`src/common/dac_host_pkg.sv`:
```
`default_nettype none

package dac_host_pkg;

    localparam int DATA_W = 12;
    localparam int CNT_W = 4;
    localparam int CLK_PERIOD_NS = 10;
    localparam int CS_PULSE_NS = 17;
    // Least pulse time rounds up to whole cycles.
    localparam int CS_PULSE_CYC = (CS_PULSE_NS + CLK_PERIOD_NS - 1) /
        CLK_PERIOD_NS;
    localparam int WAIT_STATES = 1;
    localparam int WR_STROBE_CYC = CS_PULSE_CYC + WAIT_STATES;
    localparam int SYNC_STAGES = 3;
    // Three stages plus the agreement register before read data is usable.
    localparam int RD_SETTLE_CYC = SYNC_STAGES + 1;
    localparam int RD_STROBE_CYC = WR_STROBE_CYC + RD_SETTLE_CYC;
    localparam logic [CNT_W-1:0] WR_CNT_LOAD = CNT_W'(WR_STROBE_CYC - 1);
    localparam logic [CNT_W-1:0] RD_CNT_LOAD = CNT_W'(RD_STROBE_CYC - 1);
    localparam logic [CNT_W-1:0] CNT_RESET = 4'h0;
    localparam logic [DATA_W-1:0] DATA_RESET = 12'h000;
    localparam logic RW_RESET = 1'b1;
    localparam logic CHAN_RESET = 1'b0;

    typedef enum logic [3:0] {
        ST_IDLE = 4'b0001,
        ST_SETUP = 4'b0010,
        ST_STROBE = 4'b0100,
        ST_HOLD = 4'b1000
    } port_state_e;

endpackage

`default_nettype wire

```
`src/rtl/dac_port_host.sv`:
```
`timescale 1ns/1ns
`default_nettype none

module dac_port_host
    import dac_host_pkg::*;
(
    input wire logic clock,
    input wire logic rst_n,
    input wire logic req_valid,
    output logic req_ready,
    input wire logic req_write,
    input wire logic req_chan,
    input wire logic [DATA_W-1:0] req_data,
    output logic rd_valid,
    output logic [DATA_W-1:0] rd_data,
    output logic cs_n,
    output logic rw,
    output logic chan_sel,
    output logic [DATA_W-1:0] db_out,
    output logic db_drive_n,
    input wire logic [DATA_W-1:0] db_in
);

    port_state_e state_ff;
    port_state_e nxt_state;
    logic [CNT_W-1:0] cnt_ff;
    logic [CNT_W-1:0] nxt_cnt;
    logic cs_n_ff;
    logic rw_ff;
    logic chan_ff;
    logic [DATA_W-1:0] wdata_ff;
    logic drive_n_ff;
    logic rd_valid_ff;
    logic [DATA_W-1:0] rd_data_ff;
    logic [DATA_W-1:0] db_sync;
    logic accept;
    logic strobe_done;
    logic nxt_cs_n;
    logic nxt_drive_n;

    // Read data from the pins crosses into the clock domain here.
    pin_sync u_sync (
        .clock(clock),
        .rst_n(rst_n),
        .pin_in(db_in),
        .pin_out(db_sync)
    );

    // Handshake and decode terms.
    assign req_ready = (state_ff == ST_IDLE);
    assign accept = req_valid && req_ready;
    assign strobe_done = (state_ff == ST_STROBE) && (cnt_ff == CNT_RESET);
    assign nxt_cs_n = (nxt_state != ST_STROBE);
    assign nxt_drive_n = !((nxt_state != ST_IDLE) && !rw_ff) || accept;

    // One access: setup with select high, strobe low, hold with select high.
    always_comb begin
        nxt_state = state_ff;
        nxt_cnt = cnt_ff;
        case (state_ff)
            ST_IDLE: begin
                if (accept) begin
                    nxt_state = ST_SETUP;
                end
            end
            ST_SETUP: begin
                nxt_state = ST_STROBE;
                // Strobe carries the wait state; reads add settle time.
                nxt_cnt = rw_ff ? RD_CNT_LOAD : WR_CNT_LOAD;
            end
            ST_STROBE: begin
                if (strobe_done) begin
                    nxt_state = ST_HOLD;
                end else begin
                    nxt_cnt = cnt_ff - 4'h1;
                end
            end
            ST_HOLD: begin
                nxt_state = ST_IDLE;
            end
            default: begin
                nxt_state = ST_IDLE;
            end
        endcase
    end

    // State and strobe timing.
    always_ff @(posedge clock) begin
        if (!rst_n) begin
            state_ff <= ST_IDLE;
            cnt_ff <= CNT_RESET;
            cs_n_ff <= 1'b1;
        end else begin
            state_ff <= nxt_state;
            cnt_ff <= nxt_cnt;
            cs_n_ff <= nxt_cs_n;
        end
    end

    // Direction, channel and word are held from accept until the next one.
    always_ff @(posedge clock) begin
        if (!rst_n) begin
            rw_ff <= RW_RESET;
            chan_ff <= CHAN_RESET;
            wdata_ff <= DATA_RESET;
        end else if (accept) begin
            rw_ff <= !req_write;
            chan_ff <= req_chan;
            wdata_ff <= req_data;
        end
    end

    // Bus is driven only for writes, from setup through hold.
    always_ff @(posedge clock) begin
        if (!rst_n) begin
            drive_n_ff <= 1'b1;
        end else if (accept) begin
            drive_n_ff <= !req_write;
        end else begin
            drive_n_ff <= nxt_drive_n;
        end
    end

    // Read word is sampled at the end of the last strobe cycle, on the same edge that raises select.
    always_ff @(posedge clock) begin
        if (!rst_n) begin
            rd_valid_ff <= 1'b0;
            rd_data_ff <= DATA_RESET;
        end else begin
            rd_valid_ff <= strobe_done && rw_ff;
            if (strobe_done && rw_ff) begin
                rd_data_ff <= db_sync;
            end
        end
    end

    assign cs_n = cs_n_ff;
    assign rw = rw_ff;
    assign chan_sel = chan_ff;
    assign db_out = wdata_ff;
    assign db_drive_n = drive_n_ff;
    assign rd_valid = rd_valid_ff;
    assign rd_data = rd_data_ff;

    // Write strobe: data driven and held still while select and rw are low.
    property p_write_drive;
        @(posedge clock) disable iff (!rst_n)
        (!cs_n && !rw) |-> (!db_drive_n && $stable(db_out));
    endproperty
    a_write_drive: assert property (p_write_drive)
        else $error("bus not driven during write strobe");

    // Bus released for any read access.
    property p_read_release;
        @(posedge clock) disable iff (!rst_n)
        (rw && state_ff != ST_IDLE) |-> db_drive_n;
    endproperty
    a_read_release: assert property (p_read_release)
        else $error("bus driven during read access");

    // Each accepted request gives one high-then-low select pair.
    property p_one_pair;
        @(posedge clock) disable iff (!rst_n)
        accept |=> cs_n ##1 !cs_n;
    endproperty
    a_one_pair: assert property (p_one_pair)
        else $error("select pair missing after request");

    // Write strobe lasts pulse time plus one wait state.
    property p_wr_strobe_len;
        @(posedge clock) disable iff (!rst_n)
        ($fell(cs_n) && !rw) |-> !cs_n [*3] ##1 cs_n;
    endproperty
    a_wr_strobe_len: assert property (p_wr_strobe_len)
        else $error("write strobe length wrong");

    // Read strobe adds synchroniser settle time.
    property p_rd_strobe_len;
        @(posedge clock) disable iff (!rst_n)
        ($fell(cs_n) && rw) |-> !cs_n [*7] ##1 (cs_n && rd_valid);
    endproperty
    a_rd_strobe_len: assert property (p_rd_strobe_len)
        else $error("read strobe length or data pulse wrong");

    // Channel and direction stay still around the whole strobe.
    property p_chan_stable;
        @(posedge clock) disable iff (!rst_n)
        (!cs_n || $past(cs_n) == 1'b0) |-> ($stable(chan_sel) && $stable(rw));
    endproperty
    a_chan_stable: assert property (p_chan_stable)
        else $error("channel or direction moved during strobe");

    // Select only goes low after a setup cycle with select high.
    property p_setup_first;
        @(posedge clock) disable iff (!rst_n)
        $fell(cs_n) |-> ($past(state_ff) == ST_SETUP);
    endproperty
    a_setup_first: assert property (p_setup_first)
        else $error("select fell without setup cycle");

endmodule

`default_nettype wire

```
`src/rtl/pin_sync.sv`:
```
`timescale 1ns/1ns
`default_nettype none

module pin_sync
    import dac_host_pkg::*;
(
    input wire logic clock,
    input wire logic rst_n,
    input wire logic [DATA_W-1:0] pin_in,
    output logic [DATA_W-1:0] pin_out
);

    // Each bit passes three flops; its value is taken once stages two and
    // three agree, so a bit caught mid-change is never used.
    genvar gi;
    generate
        for (gi = 0; gi < DATA_W; gi = gi + 1) begin : g_bit
            logic s1_ff;
            logic s2_ff;
            logic s3_ff;
            logic agree_ff;
            always_ff @(posedge clock) begin
                if (!rst_n) begin
                    s1_ff <= 1'b0;
                    s2_ff <= 1'b0;
                    s3_ff <= 1'b0;
                    agree_ff <= 1'b0;
                end else begin
                    s1_ff <= pin_in[gi];
                    s2_ff <= s1_ff;
                    s3_ff <= s2_ff;
                    if (s2_ff == s3_ff) begin
                        agree_ff <= s3_ff;
                    end
                end
            end
            assign pin_out[gi] = agree_ff;
        end
    endgenerate

endmodule

`default_nettype wire

```
`config.mk`:
```
export PLATFORM = sky130hd
export DESIGN_NAME = dac_port_host
export DESIGN_NICKNAME = d
export VERILOG_FILES = /design/src/common/dac_host_pkg.sv /design/src/rtl/dac_port_host.sv /design/src/rtl/pin_sync.sv
export SDC_FILE = /design/constraint.sdc
export NUM_CORES = 1
export LEC_CHECK = 0
export BUFFER_PORTS_ARGS = -buffer_cell sky130_fd_sc_hd__buf_2
export CELL_PAD_IN_SITES_DETAIL_PLACEMENT = 0
export CELL_PAD_IN_SITES_GLOBAL_PLACEMENT = 2
export CORE_MARGIN = 5
export CORE_UTILIZATION = 36
export CTS_CLUSTER_DIAMETER = 150
export DETAILED_ROUTE_END_ITERATION = 16
export PLACE_DENSITY = 0.86
export SLEW_MARGIN = 20
export SYNTH_ARGS = -nofsm -noshare
export SYNTH_HDL_FRONTEND = slang
export SYNTH_HIERARCHICAL = 1
export SYNTH_SLANG_ARGS = --single-unit
```
`constraint.sdc`:
```
create_clock -name clock -period 3.8 [get_ports clock]
set_clock_uncertainty 0.1 [all_clocks]
set_input_delay 0.76 -clock clock [delete_from_list [all_inputs] [get_ports clock]]
set_output_delay 0.76 -clock clock [all_outputs]
set_load 0.01 [all_outputs]
```
==> reports/results.ini <==
[logic_synthesis]
ys_seq_elements=85
yosys.area.top_type=dfxtp_1
ys_types=36
syn-num-nets=340
syn_area_sq_um=3013
synth.yosys.seq_area_share_pct=56.48
yosysWarnings=6
synthCells=309
synth.area.top_cells=dfxtp_1 (56%), and2_1 (7.7%), o21ai_0 (6.8%)
yosys.area.top_type_share_pct=56.48
syn_avg_cell_area_sq_um=9.750

[clocking]
tritoncts=yes
cts_buffers=9
cts_resized=0
cts_num_sinks=85
path_clk_slew_ns=0.08
hold_buffers=0
cts_setup_buffers=0
clockBufferDepth=2
cts_htree_levels=3
cts_root_buf=clkbuf_8
clk_latency_ns=0.34

[critical_path]
crit_arrival_ns=2.21
endpoint_kind=primary output
start_kind=flip-flop
cp_max_fo=17
slowest_stage=or4b_2
max_stage_delay_ns=0.86
crit_type=flip-flop to primary output
cp.required_ns=2.94
cp_cell_sequence=or4b_2, inv_1, buf_2

[drt]
remaining_drc_errors=0
vias_per_cell=4.725
drt_iter0_drc=83
vias=2164
wl_per_cell_microns=12.49
firstDrtPassIters=4
ant_nets=0
wl_microns=5720

[finish]
final_cell_area_sq_um=3478
regArea_sq_um=1702
nFillCells=823
final_common_cell=dfxtp_1
multiInputGateArea_sq_um=1105
utilization_pct=42.55
area_growth_pct=15.45
final_cell_mix=dfxtp_1 (85), buf_2 (58), o21ai_0 (41), and2_1 (37), a21oi_1 (26)
nNetsFinal=380
layout-drive-gt1-share_pct=23.51
diodes=0

[floorplan]
design.die.area_sq_um=10300
core_sq_um=8175
io_pins=59
die_w_microns=101.5
dieHeight_microns=101.5
placementRows=33
start_util_pct=36.85

[sta]
fmaxAchievable_ghz=0.3258
min_period_over_period_pct=80.79
rsz0062_at_grt=no
hold_violations=0
drv_slew=0
tightestPinTransition_ns=0.9236
relSlewSlack_pct=38.36
setup-tns-final_ns=0
setup_violations=0
finalCriticalPeriod_ns=3.070

[grt]
antenna_found_initial=0
grt.total_usage_pct=11.38
grt_pass1_vias=2047
overflow=0
grt_max_degree=58
grt_pass1_wl_microns=9418

[hold_path]
hold_path_class=flip-flop to flip-flop

[placed_design]
place_hpwl_microns=3858
postPlaceCellArea_sq_um=3273
place_congestion=0.7305
portBuffers=58

[power_and_ir_drop]
p_int_mw=1.331
seq_power_share_pct=54.8
power_density_nw_per_um2=488.7
pwr-share-clk_pct=38.9
swShare_pct=21.73
p_comb_share_pct=6.3
peakVddDrop_mv=0.1948
p_switching_mw=0.3693
p_leak_nw=1.404

[flow_run]
maxCapViolCount=0

[status]
status=finished, final reports clean

==> cell usage after synthesis <==
library cell and count:
a2111o_1 1, a211oi_1 1, a21boi_0 8, a21boi_2 4
a21oi_1 26, a31oi_1 2, and2_1 37, and3_1 1
and4_1 1, buf_2 3, buf_4 13, buf_6 3
clkbuf_1 12, clkbuf_2 1, dfxtp_1 85, ha_1 2
inv_1 6, nand2_1 15, nand3_1 25, nand4_1 1
nor2_1 3, nor3_1 2, nor3b_1 1, nor4b_1 2
nor4bb_1 1, o211a_1 1, o211ai_1 2, o21ai_0 41
o31ai_1 1, or3_1 1, or3b_2 1, or4_1 1
or4b_1 1, or4b_2 2, or4bb_1 1, xnor2_1 1
==> metal layers <==
layer	global-route usage, %	part of all wire, %	wire length (microns)	up-vias
met5	0	0	0	-
met4	5.215	1.5	84	0
met3	2.755	7.5	428	7
met2	17.96	45	2558	58
met1	14.72	46	2648	967
li1	-	-	-	1132
==> state kept, by name, summed over array words and instances (netlist names) <==
name                   cells
u_sync/g_bit.s2_ff        12
db_out                    12
db_drive_n                 1
rd_valid                   1
u_sync/g_bit.s3_ff        12
rw                         1
rd_data                   12
cnt_ff                     4
u_sync/g_bit.agree_ff     12
state_ff                   4
u_sync/g_bit.s1_ff        12
chan_sel                   1
cs_n                       1
==> area by class of cell <==
cell class                      count  share of cell area [%]
Clock inverter                      4                   2.122
Timing Repair Buffer               61                   8.993
Inverter                            6                  0.6475
Clock buffer                       11                   3.777
Tap cell                          105                   3.777
Multi-Input combinational cell    186                   31.76
Sequential cell                    85                   48.92
==> power by group through the flow <==
| stage | clock network (mW) | logic, mW | registers [mW] |
|---|---|---|---|
| 5_1_grt | 0.716 | 0.122 | 0.936 |
| 4_1_cts | 0.685 | 0.110 | 0.932 |
| 3_5_place_dp | 0 | 0.109 | 0.953 |
| 6_report | 0.661 | 0.107 | 0.931 |
| 2_1_floorplan | 0 | 0.0683 | 0.955 |
| 3_3_place_gp | 0 | 0.108 | 0.952 |
==> cell families (layout without fill, tap and decap cells) <==
group	after synthesis	in the layout	synth area share [%]
AO/OA/AOI/OAI	87	87	16.74
XOR/XNOR	1	1	0.2908
adder cells (fa/ha/maj)	2	2	0.8304
buffers and inverters	38	82	7.267
flip-flops	85	85	56.48
AND/OR/NAND/NOR	96	96	18.40
==> worst max-delay path, delay by kind of cell (launching register included) <==
kind          cells  cell delay (ns)
buf+inv           2             0.65
simple gates      1             0.86
flops             1             0.36
==> per-stage QoR <==
step                      setup slack [ns]  power, mW  hold WS (ns)  instances
after global routing                0.6054      1.774        0.3560        458
after global placement               1.101      1.060        0.3134        443
after CTS                           0.7022      1.726        0.3369        458
after floorplan                      1.482      1.023        0.3119        309
after detailed placement             1.081      1.062        0.3183        443
final                               0.7302      1.700        0.3349        458
==> path summary, 6_finish.rpt <==
check                                                  startpoint                                end  slack [ns]  cells past startpoint
worst max-delay path                       state_ff[1]$_SDFF_PN0_                          req_ready        0.73                      3
worst min register to register  u_sync/g_bit[10].s1_ff$_SDFF_PN0_  u_sync/g_bit[10].s2_ff$_SDFF_PN0_        0.33                      1
worst max register to register             state_ff[1]$_SDFF_PN0_              db_drive_n$_SDFF_PN1_        1.61                      4
worst min-delay path            u_sync/g_bit[10].s1_ff$_SDFF_PN0_  u_sync/g_bit[10].s2_ff$_SDFF_PN0_        0.33                      1
No activity file was read; power rests on OpenSTA's default activity.
